===== src/hdl/ctm_pkg.sv =====
// Constants and state layout for the clock timer and its interrupt logic.
package ctm_pkg;

    // ----------------------------------------
    // Register indices and byte addresses
    // ----------------------------------------
    localparam logic [15:0] CTM_IDX_PRIO = 16'hFF20;
    localparam logic [15:0] CTM_IDX_EN = 16'hFF22;
    localparam logic [15:0] CTM_IDX_FLAG = 16'hFF24;
    localparam logic [15:0] CTM_IDX_CTRL = 16'hFF40;
    localparam logic [15:0] CTM_IDX_VALUE = 16'hFF41;
    localparam logic [17:0] CTM_ADDR_PRIO = {CTM_IDX_PRIO, 2'h0};
    localparam logic [17:0] CTM_ADDR_EN = {CTM_IDX_EN, 2'h0};
    localparam logic [17:0] CTM_ADDR_FLAG = {CTM_IDX_FLAG, 2'h0};
    localparam logic [17:0] CTM_ADDR_CTRL = {CTM_IDX_CTRL, 2'h0};
    localparam logic [17:0] CTM_ADDR_VALUE = {CTM_IDX_VALUE, 2'h0};

    // ----------------------------------------
    // Field positions
    // ----------------------------------------
    localparam int CTM_CTRL_RUN = 0;
    localparam int CTM_CTRL_CLR = 1;
    localparam int CTM_SRC_1HZ = 0;
    localparam int CTM_SRC_2HZ = 1;
    localparam int CTM_SRC_8HZ = 2;
    localparam int CTM_SRC_MIN = 3;
    localparam int CTM_STAGE_8HZ = 4;
    localparam int CTM_STAGE_2HZ = 6;
    localparam int CTM_STAGE_1HZ = 7;

    // ----------------------------------------
    // Reset values, counts and vectors
    // ----------------------------------------
    localparam logic [7:0] CTM_CNT_RST = 8'h00;
    localparam logic [5:0] CTM_SEC_RST = 6'h00;
    localparam logic [5:0] CTM_SEC_LAST = 6'h3B;
    localparam logic [23:0] CTM_VEC_MIN = 24'h00001C;
    localparam logic [23:0] CTM_VEC_8HZ = 24'h00001E;
    localparam logic [23:0] CTM_VEC_2HZ = 24'h000020;
    localparam logic [23:0] CTM_VEC_1HZ = 24'h000022;

    typedef struct packed {
        logic tick_s1;
        logic tick_s2;
        logic tick_s3;
        logic [7:0] cnt;
        logic [5:0] sec;
        logic run;
        logic [1:0] prio;
        logic [3:0] en;
        logic [3:0] flg;
        logic [31:0] rdata;
        logic rerr;
        logic irq;
        logic [23:0] vec;
    } ctm_state_t;

endpackage


===== src/hdl/ctm_clock_timer.sv =====
// Clock timer with run/stop, clear, tick flags and an APB register slave.
`timescale 1ns/1ns
`default_nettype none
module ctm_clock_timer
    import ctm_pkg::*;
(
    // Clock, reset and enable
    input wire logic pclk,
    input wire logic presetn,
    input wire logic ce,
    // Slow oscillator tick from the divider chain
    input wire logic tick256,
    // APB slave
    input wire logic psel,
    input wire logic penable,
    input wire logic pwrite,
    input wire logic [17:0] paddr,
    input wire logic [31:0] pwdata,
    output logic [31:0] prdata,
    output logic pready,
    output logic pslverr,
    // Interrupt request
    output logic irq,
    output logic [1:0] irq_level,
    output logic [23:0] irq_vector
);

    // ----------------------------------------
    // Decoding
    // ----------------------------------------
    function automatic logic mapped(input logic [17:0] a);
        mapped = (a == CTM_ADDR_PRIO) || (a == CTM_ADDR_EN) || (a == CTM_ADDR_FLAG) ||
                 (a == CTM_ADDR_CTRL) || (a == CTM_ADDR_VALUE);
    endfunction

    ctm_state_t s_q;
    ctm_state_t s_d;
    logic setup;
    logic wr;
    logic tick;
    logic clr;
    logic [7:0] cnt_inc;
    logic fall8;
    logic fall2;
    logic fall1;
    logic min_tick;
    logic [3:0] set;
    logic [3:0] wclr;

    assign setup = psel && !penable;
    assign pready = psel && penable && ce;
    assign wr = pready && pwrite;
    assign tick = s_q.tick_s2 && !s_q.tick_s3;
    assign clr = wr && (paddr == CTM_ADDR_CTRL) && pwdata[CTM_CTRL_CLR];
    assign cnt_inc = s_q.cnt + 8'h01;
    assign fall8 = s_q.run && tick && !clr && s_q.cnt[CTM_STAGE_8HZ] && !cnt_inc[CTM_STAGE_8HZ];
    assign fall2 = s_q.run && tick && !clr && s_q.cnt[CTM_STAGE_2HZ] && !cnt_inc[CTM_STAGE_2HZ];
    assign fall1 = s_q.run && tick && !clr && s_q.cnt[CTM_STAGE_1HZ] && !cnt_inc[CTM_STAGE_1HZ];
    assign min_tick = fall1 && (s_q.sec == CTM_SEC_LAST);
    assign wclr = (wr && (paddr == CTM_ADDR_FLAG)) ? pwdata[3:0] : 4'h0;

    always_comb begin
        set = 4'h0;
        set[CTM_SRC_8HZ] = fall8;
        set[CTM_SRC_2HZ] = fall2;
        set[CTM_SRC_1HZ] = fall1;
        set[CTM_SRC_MIN] = min_tick;
    end

    // ----------------------------------------
    // Next state
    // ----------------------------------------
    always_comb begin
        s_d = s_q;
        // The oscillator tick is foreign to pclk, so it passes two flops first.
        s_d.tick_s1 = tick256;
        s_d.tick_s2 = s_q.tick_s1;
        s_d.tick_s3 = s_q.tick_s2;
        if (clr) begin
            s_d.cnt = CTM_CNT_RST;
            s_d.sec = CTM_SEC_RST;
        end else if (s_q.run && tick) begin
            s_d.cnt = cnt_inc;
            if (fall1) begin
                s_d.sec = min_tick ? CTM_SEC_RST : s_q.sec + 6'h01;
            end
        end
        if (wr && (paddr == CTM_ADDR_CTRL)) begin
            s_d.run = pwdata[CTM_CTRL_RUN];
        end
        if (wr && (paddr == CTM_ADDR_PRIO)) begin
            s_d.prio = pwdata[1:0];
        end
        if (wr && (paddr == CTM_ADDR_EN)) begin
            s_d.en = pwdata[3:0];
        end
        // A tick landing on the clearing write still leaves its flag set.
        s_d.flg = (s_q.flg & ~wclr) | set;
        if (setup) begin
            s_d.rerr = !mapped(paddr);
            unique case (paddr)
                CTM_ADDR_PRIO: s_d.rdata = {30'h0, s_q.prio};
                CTM_ADDR_EN: s_d.rdata = {28'h0, s_q.en};
                CTM_ADDR_FLAG: s_d.rdata = {28'h0, s_q.flg};
                CTM_ADDR_CTRL: s_d.rdata = {31'h0, s_q.run};
                CTM_ADDR_VALUE: s_d.rdata = {24'h0, s_q.cnt};
                default: s_d.rdata = 32'h0;
            endcase
        end
        s_d.irq = |(s_d.flg & s_d.en);
        if (s_d.flg[CTM_SRC_MIN] && s_d.en[CTM_SRC_MIN]) begin
            s_d.vec = CTM_VEC_MIN;
        end else if (s_d.flg[CTM_SRC_8HZ] && s_d.en[CTM_SRC_8HZ]) begin
            s_d.vec = CTM_VEC_8HZ;
        end else if (s_d.flg[CTM_SRC_2HZ] && s_d.en[CTM_SRC_2HZ]) begin
            s_d.vec = CTM_VEC_2HZ;
        end else begin
            s_d.vec = CTM_VEC_1HZ;
        end
    end

    always_ff @(posedge pclk or negedge presetn) begin
        if (!presetn) begin
            s_q <= '0;
        end else if (ce) begin
            s_q <= s_d;
        end
    end

    assign prdata = s_q.rdata;
    assign pslverr = s_q.rerr;
    assign irq = s_q.irq;
    assign irq_level = s_q.prio;
    assign irq_vector = s_q.vec;

    // ----------------------------------------
    // Checks
    // ----------------------------------------
    a_count_step: assert property (@(posedge pclk) disable iff (!presetn)
        ce && s_q.run && tick && !clr |=> s_q.cnt == $past(s_q.cnt) + 8'h01)
        else $error("Counter did not step on tick.");

    a_stop_hold: assert property (@(posedge pclk) disable iff (!presetn)
        !s_q.run && !clr |=> $stable(s_q.cnt))
        else $error("Stopped counter changed.");

    a_clear_zero: assert property (@(posedge pclk) disable iff (!presetn)
        ce && clr |=> s_q.cnt == 8'h00 && s_q.sec == 6'h00)
        else $error("Clear did not zero the counters.");

    a_sec_range: assert property (@(posedge pclk) disable iff (!presetn)
        s_q.sec <= 6'h3B)
        else $error("Seconds counter out of range.");

    a_flag8_set: assert property (@(posedge pclk) disable iff (!presetn)
        ce && s_q.run && tick && !clr && s_q.cnt[4:0] == 5'h1F |=> s_q.flg[2])
        else $error("8 Hz flag not set on falling edge.");

    a_minute_tick: assert property (@(posedge pclk) disable iff (!presetn)
        ce && fall1 && s_q.sec == 6'h3B |=> s_q.flg[3] && s_q.sec == 6'h00)
        else $error("Minute tick missing at wrap.");

    a_flag_sticky: assert property (@(posedge pclk) disable iff (!presetn)
        s_q.flg[0] && !(ce && wr && paddr == CTM_ADDR_FLAG && pwdata[0]) |=> s_q.flg[0])
        else $error("Pending flag dropped without a clearing write.");

    a_irq_gate: assert property (@(posedge pclk) disable iff (!presetn)
        irq == |(s_q.flg & s_q.en))
        else $error("Interrupt does not match enabled flags.");

    a_vector_min: assert property (@(posedge pclk) disable iff (!presetn)
        s_q.flg[3] && s_q.en[3] |-> irq_vector == 24'h00001C)
        else $error("Minute vector wrong.");

    a_value_read: assert property (@(posedge pclk) disable iff (!presetn)
        ce && setup && paddr == CTM_ADDR_VALUE |=> prdata == {24'h0, $past(s_q.cnt)})
        else $error("Value read does not show the counter.");

    a_clear_reads0: assert property (@(posedge pclk) disable iff (!presetn)
        ce && setup && paddr == CTM_ADDR_CTRL |=> prdata[1] == 1'b0)
        else $error("Clear bit read back as one.");

    a_run_write: assert property (@(posedge pclk) disable iff (!presetn)
        ce && wr && paddr == CTM_ADDR_CTRL |=> s_q.run == $past(pwdata[0]))
        else $error("Run bit not written.");

    a_freeze_count: assert property (@(posedge pclk) disable iff (!presetn)
        !ce
        |=> s_q.cnt == $past(s_q.cnt))
        else $error("Counter moved while the enable was low.");

    a_freeze_flags: assert property (@(posedge pclk) disable iff (!presetn)
        !ce
        |=> s_q.flg == $past(s_q.flg))
        else $error("Flags moved while the enable was low.");

    a_tick_single: assert property (@(posedge pclk) disable iff (!presetn)
        ce && tick
        |=> !tick)
        else $error("One oscillator edge gave two ticks.");

    a_count_notick: assert property (@(posedge pclk) disable iff (!presetn)
        ce && !tick && !clr
        |=> s_q.cnt == $past(s_q.cnt))
        else $error("Counter moved without a tick.");

    a_sec_hold: assert property (@(posedge pclk) disable iff (!presetn)
        ce && !fall1 && !clr
        |=> s_q.sec == $past(s_q.sec))
        else $error("Seconds moved without a 1 Hz fall.");

    a_sec_step: assert property (@(posedge pclk) disable iff (!presetn)
        ce && fall1 && s_q.sec != CTM_SEC_LAST
        |=> s_q.sec == $past(s_q.sec) + 6'h01)
        else $error("Seconds did not step on a 1 Hz fall.");

    a_sec_stopped: assert property (@(posedge pclk) disable iff (!presetn)
        ce && !s_q.run && !clr
        |=> s_q.sec == $past(s_q.sec))
        else $error("Seconds moved while stopped.");

    a_clear_run: assert property (@(posedge pclk) disable iff (!presetn)
        ce && clr && pwdata[CTM_CTRL_RUN]
        |=> s_q.run && s_q.cnt == CTM_CNT_RST)
        else $error("Clear while running did not keep running from zero.");

    a_clear_stopped: assert property (@(posedge pclk) disable iff (!presetn)
        ce && clr && !pwdata[CTM_CTRL_RUN]
        |=> !s_q.run && s_q.cnt == CTM_CNT_RST)
        else $error("Clear while stopping did not hold zero.");

    a_clear_noflag: assert property (@(posedge pclk) disable iff (!presetn)
        ce && clr
        |=> (s_q.flg & ~$past(s_q.flg)) == 4'h0)
        else $error("Clear raised a pending flag.");

    a_restart_keep: assert property (@(posedge pclk) disable iff (!presetn)
        ce && !s_q.run && wr && paddr == CTM_ADDR_CTRL && pwdata[CTM_CTRL_RUN] && !pwdata[CTM_CTRL_CLR]
        |=> s_q.cnt == $past(s_q.cnt))
        else $error("Restart lost the kept count.");

    a_flag2_set: assert property (@(posedge pclk) disable iff (!presetn)
        ce && s_q.run && tick && !clr && s_q.cnt[6:0] == 7'h7F
        |=> s_q.flg[CTM_SRC_2HZ])
        else $error("2 Hz flag not set on falling edge.");

    a_flag1_set: assert property (@(posedge pclk) disable iff (!presetn)
        ce && s_q.run && tick && !clr && s_q.cnt == 8'hFF
        |=> s_q.flg[CTM_SRC_1HZ])
        else $error("1 Hz flag not set on falling edge.");

    a_flag_notick: assert property (@(posedge pclk) disable iff (!presetn)
        ce && !tick
        |=> (s_q.flg & ~$past(s_q.flg)) == 4'h0)
        else $error("Flag raised without a tick.");

    a_flag_clear: assert property (@(posedge pclk) disable iff (!presetn)
        ce && wr && paddr == CTM_ADDR_FLAG && pwdata[CTM_SRC_1HZ] && !set[CTM_SRC_1HZ]
        |=> !s_q.flg[CTM_SRC_1HZ])
        else $error("Writing one did not clear the flag.");

    a_flag_setwins: assert property (@(posedge pclk) disable iff (!presetn)
        ce && set[CTM_SRC_8HZ]
        |=> s_q.flg[CTM_SRC_8HZ])
        else $error("A clearing write beat a new event.");

    a_sticky_8hz: assert property (@(posedge pclk) disable iff (!presetn)
        s_q.flg[CTM_SRC_8HZ] && !(ce && wr && paddr == CTM_ADDR_FLAG && pwdata[CTM_SRC_8HZ])
        |=> s_q.flg[CTM_SRC_8HZ])
        else $error("8 Hz flag dropped without a clearing write.");

    a_sticky_min: assert property (@(posedge pclk) disable iff (!presetn)
        s_q.flg[CTM_SRC_MIN] && !(ce && wr && paddr == CTM_ADDR_FLAG && pwdata[CTM_SRC_MIN])
        |=> s_q.flg[CTM_SRC_MIN])
        else $error("Minute flag dropped without a clearing write.");

    a_min_early: assert property (@(posedge pclk) disable iff (!presetn)
        ce && !s_q.flg[CTM_SRC_MIN] && !(fall1 && s_q.sec == CTM_SEC_LAST)
        |=> !s_q.flg[CTM_SRC_MIN])
        else $error("Minute flag set before the seconds wrap.");

    a_irq_masked: assert property (@(posedge pclk) disable iff (!presetn)
        s_q.en == 4'h0
        |-> !irq)
        else $error("Interrupt raised with every source disabled.");

    a_irq_raise: assert property (@(posedge pclk) disable iff (!presetn)
        ce && |(set & s_d.en)
        |=> irq)
        else $error("Enabled event gave no interrupt.");

    a_en_write: assert property (@(posedge pclk) disable iff (!presetn)
        ce && wr && paddr == CTM_ADDR_EN
        |=> s_q.en == $past(pwdata[3:0]))
        else $error("Enable bits not written.");

    a_en_hold: assert property (@(posedge pclk) disable iff (!presetn)
        !(ce && wr && paddr == CTM_ADDR_EN)
        |=> s_q.en == $past(s_q.en))
        else $error("Enable bits changed without a write.");

    a_level_write: assert property (@(posedge pclk) disable iff (!presetn)
        ce && wr && paddr == CTM_ADDR_PRIO
        |=> irq_level == $past(pwdata[1:0]))
        else $error("Priority level not written.");

    a_level_hold: assert property (@(posedge pclk) disable iff (!presetn)
        !(ce && wr && paddr == CTM_ADDR_PRIO)
        |=> irq_level == $past(irq_level))
        else $error("Priority level changed without a write.");

    a_vector_8hz: assert property (@(posedge pclk) disable iff (!presetn)
        s_q.flg[CTM_SRC_8HZ] && s_q.en[CTM_SRC_8HZ] && !(s_q.flg[CTM_SRC_MIN] && s_q.en[CTM_SRC_MIN])
        |-> irq_vector == CTM_VEC_8HZ)
        else $error("8 Hz vector wrong.");

    a_vector_2hz: assert property (@(posedge pclk) disable iff (!presetn)
        s_q.flg[CTM_SRC_2HZ] && s_q.en[CTM_SRC_2HZ] && !(|(s_q.flg[3:2] & s_q.en[3:2]))
        |-> irq_vector == CTM_VEC_2HZ)
        else $error("2 Hz vector wrong.");

    a_vector_1hz: assert property (@(posedge pclk) disable iff (!presetn)
        irq && !(|(s_q.flg[3:1] & s_q.en[3:1]))
        |-> irq_vector == CTM_VEC_1HZ)
        else $error("1 Hz vector wrong.");

    a_run_hold: assert property (@(posedge pclk) disable iff (!presetn)
        !(ce && wr && paddr == CTM_ADDR_CTRL)
        |=> s_q.run == $past(s_q.run))
        else $error("Run bit changed without a write.");

    a_ctrl_read: assert property (@(posedge pclk) disable iff (!presetn)
        ce && setup && paddr == CTM_ADDR_CTRL
        |=> prdata == {31'h0, $past(s_q.run)})
        else $error("Control read does not show the run bit.");

    a_value_ro: assert property (@(posedge pclk) disable iff (!presetn)
        ce && wr && paddr == CTM_ADDR_VALUE && !(s_q.run && tick)
        |=> s_q.cnt == $past(s_q.cnt))
        else $error("Write to the value register changed the counter.");

    a_rdata_hold: assert property (@(posedge pclk) disable iff (!presetn)
        !(ce && setup)
        |=> prdata == $past(prdata))
        else $error("Read data changed outside a setup cycle.");

    a_err_unmapped: assert property (@(posedge pclk) disable iff (!presetn)
        ce && setup && !mapped(paddr)
        |=> pslverr && prdata == 32'h0)
        else $error("Unmapped read not flagged.");

    a_ready_gate: assert property (@(posedge pclk) disable iff (!presetn)
        !ce
        |-> !pready)
        else $error("Ready raised while the enable was low.");

endmodule
`default_nettype wire


===== config.mk =====
export PLATFORM = sky130hd
export DESIGN_NAME = ctm_clock_timer
export DESIGN_NICKNAME = d
export VERILOG_FILES = /design/src/hdl/ctm_pkg.sv /design/src/hdl/ctm_clock_timer.sv
export SDC_FILE = /design/constraint.sdc
export NUM_CORES = 1
export LEC_CHECK = 0
export BUFFER_PORTS_ARGS = -buffer_cell sky130_fd_sc_hd__buf_4
export CORE_UTILIZATION = 50
export CTS_BUF_LIST = sky130_fd_sc_hd__clkbuf_16
export DETAILED_ROUTE_END_ITERATION = 10
export GPL_TIMING_DRIVEN = 0
export HOLD_SLACK_MARGIN = 0.12
export PLACE_DENSITY = 0.93
export SLEW_MARGIN = 20
export SYNTH_ARGS = -nofsm -noshare
export SYNTH_HDL_FRONTEND = slang
export SYNTH_SLANG_ARGS = --single-unit

===== constraint.sdc =====
create_clock -name pclk -period 2.8 [get_ports pclk]
set_input_delay 0.42 -clock pclk [delete_from_list [all_inputs] [get_ports pclk]]
set_output_delay 0.42 -clock pclk [all_outputs]
set_load 0.1 [all_outputs]

==> results.rst <==
.. list-table::
   :header-rows: 1

   * - Metric
     - Value
   * - Synth async-reset ratio
     - 100%
   * - Combinational share of power
     - 28.1%
   * - Post-synth top cells
     - sky130_fd_sc_hd__buf_4 (58), sky130_fd_sc_hd__dfrtp_1 (41), sky130_fd_sc_hd__nand2_1 (25), sky130_fd_sc_hd__nor2_1 (16), sky130_fd_sc_hd__nand4_1 (12)
   * - Vias post-DR
     - 2271
   * - Register share of total power
     - 38.3%
   * - Maxcap violations
     - 0
   * - Count of input and output buffers
     - 44
   * - Data arrival time of the critical path
     - 2.69 ns
   * - Number of slew-limit violations in the final report
     - 0
   * - Average size of a mapped cell
     - 9.34 um^2
   * - Worst-skew pair later-pin latency
     - 0.28 ns
   * - Number of setup violations in the final report
     - 0
   * - DR iter-0 viols
     - 177
   * - Post-synth top flop
     - sky130_fd_sc_hd__dfrtp_1
   * - Most common cell in the netlist
     - sky130_fd_sc_hd__buf_4
   * - Average wire length per cell after detail routing
     - 13.8 um
   * - Effective utilization at floorplan
     - 53.6%
   * - Largest net degree at the start of global routing
     - 42
   * - RSZ-0062 raised after global routing
     - false
   * - Yosys cell types
     - 52
   * - Util after Layout
     - 68.2%
   * - Mapped Area
     - 2620 um^2
   * - Result of the run
     - complete, no violations
   * - Share of the clock period used by the worst path after layout
     - 90.1%
   * - Via count of the first global-routing pass
     - 2309
   * - Count of inserted antenna diode cells
     - 0
   * - Worst clock skew on the final layout
     - 0.00313 ns
   * - Clock period minus final worst setup slack
     - 2.52 ns
   * - Combined flip-flop and latch cell area
     - 1030 um^2
   * - Floorplan die width
     - 74.3 um
   * - Data required time at the worst endpoint
     - 2.97 ns
   * - Internal power consumption
     - 1.03 mW
   * - Number of vias per cell
     - 5.15
   * - Post-Route Hold Slack
     - 0.102 ns
   * - Routability Congestion
     - 0.872
   * - Transition time at the pin with the least slew margin
     - 0.562 ns
   * - Worst R2R Setup Slack
     - 0.77 ns
   * - DRC violation count after routing
     - 0
   * - Total core area
     - 4880 um^2
   * - Fraction of power spent switching nets
     - 36.4%
   * - Yosys top cell by area
     - sky130_fd_sc_hd__dfrtp_1
   * - Net switching power of the design
     - 590 uW
   * - Number of gates resized after CTS
     - 0
   * - Placed Instances
     - 433
   * - Remaining number of nets flagged by the antenna check after routing
     - 0
   * - Number of clock sinks
     - 41
   * - Count of TritonRoute iterations in the first routing pass
     - 5
   * - Slew margin rel.
     - 62.3%
   * - Share of post-route cells with drive strength above 1
     - 35.0%
   * - Maximum frequency from static timing analysis
     - 396 MHz
   * - Largest fanout on the critical path
     - 4
   * - Count of hold buffers inserted by post-cts repair
     - 0
   * - DRT Wirelength
     - 6.11 mm
   * - Post-synthesis sequential area ratio
     - 39.2%
   * - Die span in y
     - 74.3 um
   * - Tot GR Track Use
     - 23.8%
   * - Number of enable-type register cells in the synthesized netlist
     - 0
   * - Synth top area share
     - 39.2%
   * - Post-Synthesis Cells
     - 280
   * - Maximum level of the CTS H-tree
     - 2
   * - CTS Root Buffer Type
     - sky130_fd_sc_hd__clkbuf_16
   * - Number of ports placed on the die boundary
     - 118
   * - Reg clk slew, reported paths
     - 0.06 ns
   * - Clk network pwr share
     - 33.6%
   * - Total number of yosys warnings
     - 0
   * - Number of antenna violations at the first check in global routing
     - 0
   * - #FFs+latches synth
     - 41
   * - Estimated wirelength of the detail-placed design
     - 4.84 mm
   * - Power per cell area
     - 487 nW/um^2
   * - Combined area of the multi-input logic cells
     - 1250 um^2
   * - Setup TNS
     - 0 ns
   * - Worst hold path class
     - in -> async
   * - Startpoint Class
     - primary input
   * - Number of buffers created by CTS
     - 5
   * - Number of placement rows
     - 25
   * - Non-Filler Instances
     - 441
   * - Global-route wire length before repair
     - 9.94 mm
   * - GR Overflow Total
     - 0
   * - Area overhead of the layout relative to synthesis
     - 27.2%
   * - Count of buffers added by post-CTS timing repair for setup
     - 0
   * - Static leakage
     - 1.75 nW
   * - Maximum clock path buffer count
     - 2
   * - Type of the worst setup path
     - in -> reg
   * - Hold violation count in the final report
     - 0
   * - Kind of end point of the critical path
     - flip-flop
   * - Nets@finish
     - 432
   * - Total die area
     - 5520 um^2
   * - TritonCTS clock tree
     - built
   * - Number of fill cells in the layout
     - 368
   * - Worst vdd rail ir drop
     - 0.240 mV
   * - Synth top area cells
     - sky130_fd_sc_hd__dfrtp_1 (39%), sky130_fd_sc_hd__buf_4 (17%), sky130_fd_sc_hd__mux2_2 (4.3%), sky130_fd_sc_hd__nand2_1 (3.6%), sky130_fd_sc_hd__nand4_1 (2.9%)
[cells by family after synthesis]
logic type	synth area share [%]
adders and majority gates	0.957
DFF	39.2
xor gates and xnor gates	2.01
other	0.143
buffers and inverters	19.1
and+or+nand+nor	21.1
AOI/OAI and AO/OA	11.9
muxes	5.45
[area by class of cell]
class,count,share of cell area (%)
well taps,67,2.52
multi-input cells,206,37.5
repair buffers,44,9.93
clock inverters,3,0.414
clock buffers,5,3.76
plain buffers,67,14.1
flip-flops and latches,41,30.9
inverters,8,0.903
[path summary, 6_finish.rpt]
path                            startpoint      endpoint  cells after the start
worst max-delay path              paddr[6]           irq                      7
worst min-delay path               presetn  irq_level[0]                      1
worst max register to register     s_q[68]       s_q[74]                      6
worst min register to register   prdata[4]     prdata[4]                      2
max in group asynchronous          presetn       s_q[60]                      1
min in group pclk                  tick256       s_d[84]                      2
[stage by stage]
step	instance area [um^2]	power, mW	worst slack (ns)
3_3_place_gp	3190	1.08	0.0802
2_1_floorplan	2770	1.01	0.425
5_1_grt	3330	1.66	0.227
4_1_cts	3330	1.62	0.319
3_5_place_dp	3190	1.08	0.0334
6_report	3330	1.62	0.276
[sequential cells by signal (all words and copies together), names as in the netlist]
signal	flops
irq_vector	3
s_q	24
s_d	2
pslverr	1
irq	1
irq_level	2
prdata	8
[power by group through the flow]
stage	sequential (mW)	combinational, mW	clock (mW)
floorplan	0.633	0.380	0
global placement	0.629	0.448	0
detailed placement	0.630	0.452	0
CTS	0.619	0.453	0.547
global route	0.622	0.473	0.567
finish	0.620	0.455	0.543
[metal layers]
metal  share of wire (%)  GRT usage, %  up-vias
li1                    -             -     1077
met1                  35          25.9     1069
met2                  55          42.9      102
met3                 6.7          3.93       23
met4                 3.1          15.1        0
met5                   0             0        -
[cells in the final DEF (no fill, tap or decap), drive strengths merged, types with 2 or more instances in the layout]
master and count:
buf 106, conb 43, dfrtp 41, nand2 25, nor2 16, o21ai 13
nand4 12, mux2 10, clkbuf 10, inv 9, nand3 9, a21oi 9
and3 7, or3 5, nor2b 4, xor2 4, nor3 4, nor4 4
mux2i 3, nand3b 3, o211ai 3, o31ai 3, or4b 2, xnor2 2
and2 2, o21a 2, a221oi 2, ha 2, clkinv 2, or4 2
[critical path: stages]
cell	delay, ns
sky130_fd_sc_hd__buf_4	0.12
sky130_fd_sc_hd__or4b_1	0.61
sky130_fd_sc_hd__nor3_1	0.24
sky130_fd_sc_hd__nand4_1	0.31
sky130_fd_sc_hd__mux2i_1	0.42
sky130_fd_sc_hd__o221ai_2	0.20
sky130_fd_sc_hd__o32a_1	0.37
(Power assumes the default switching activity.)
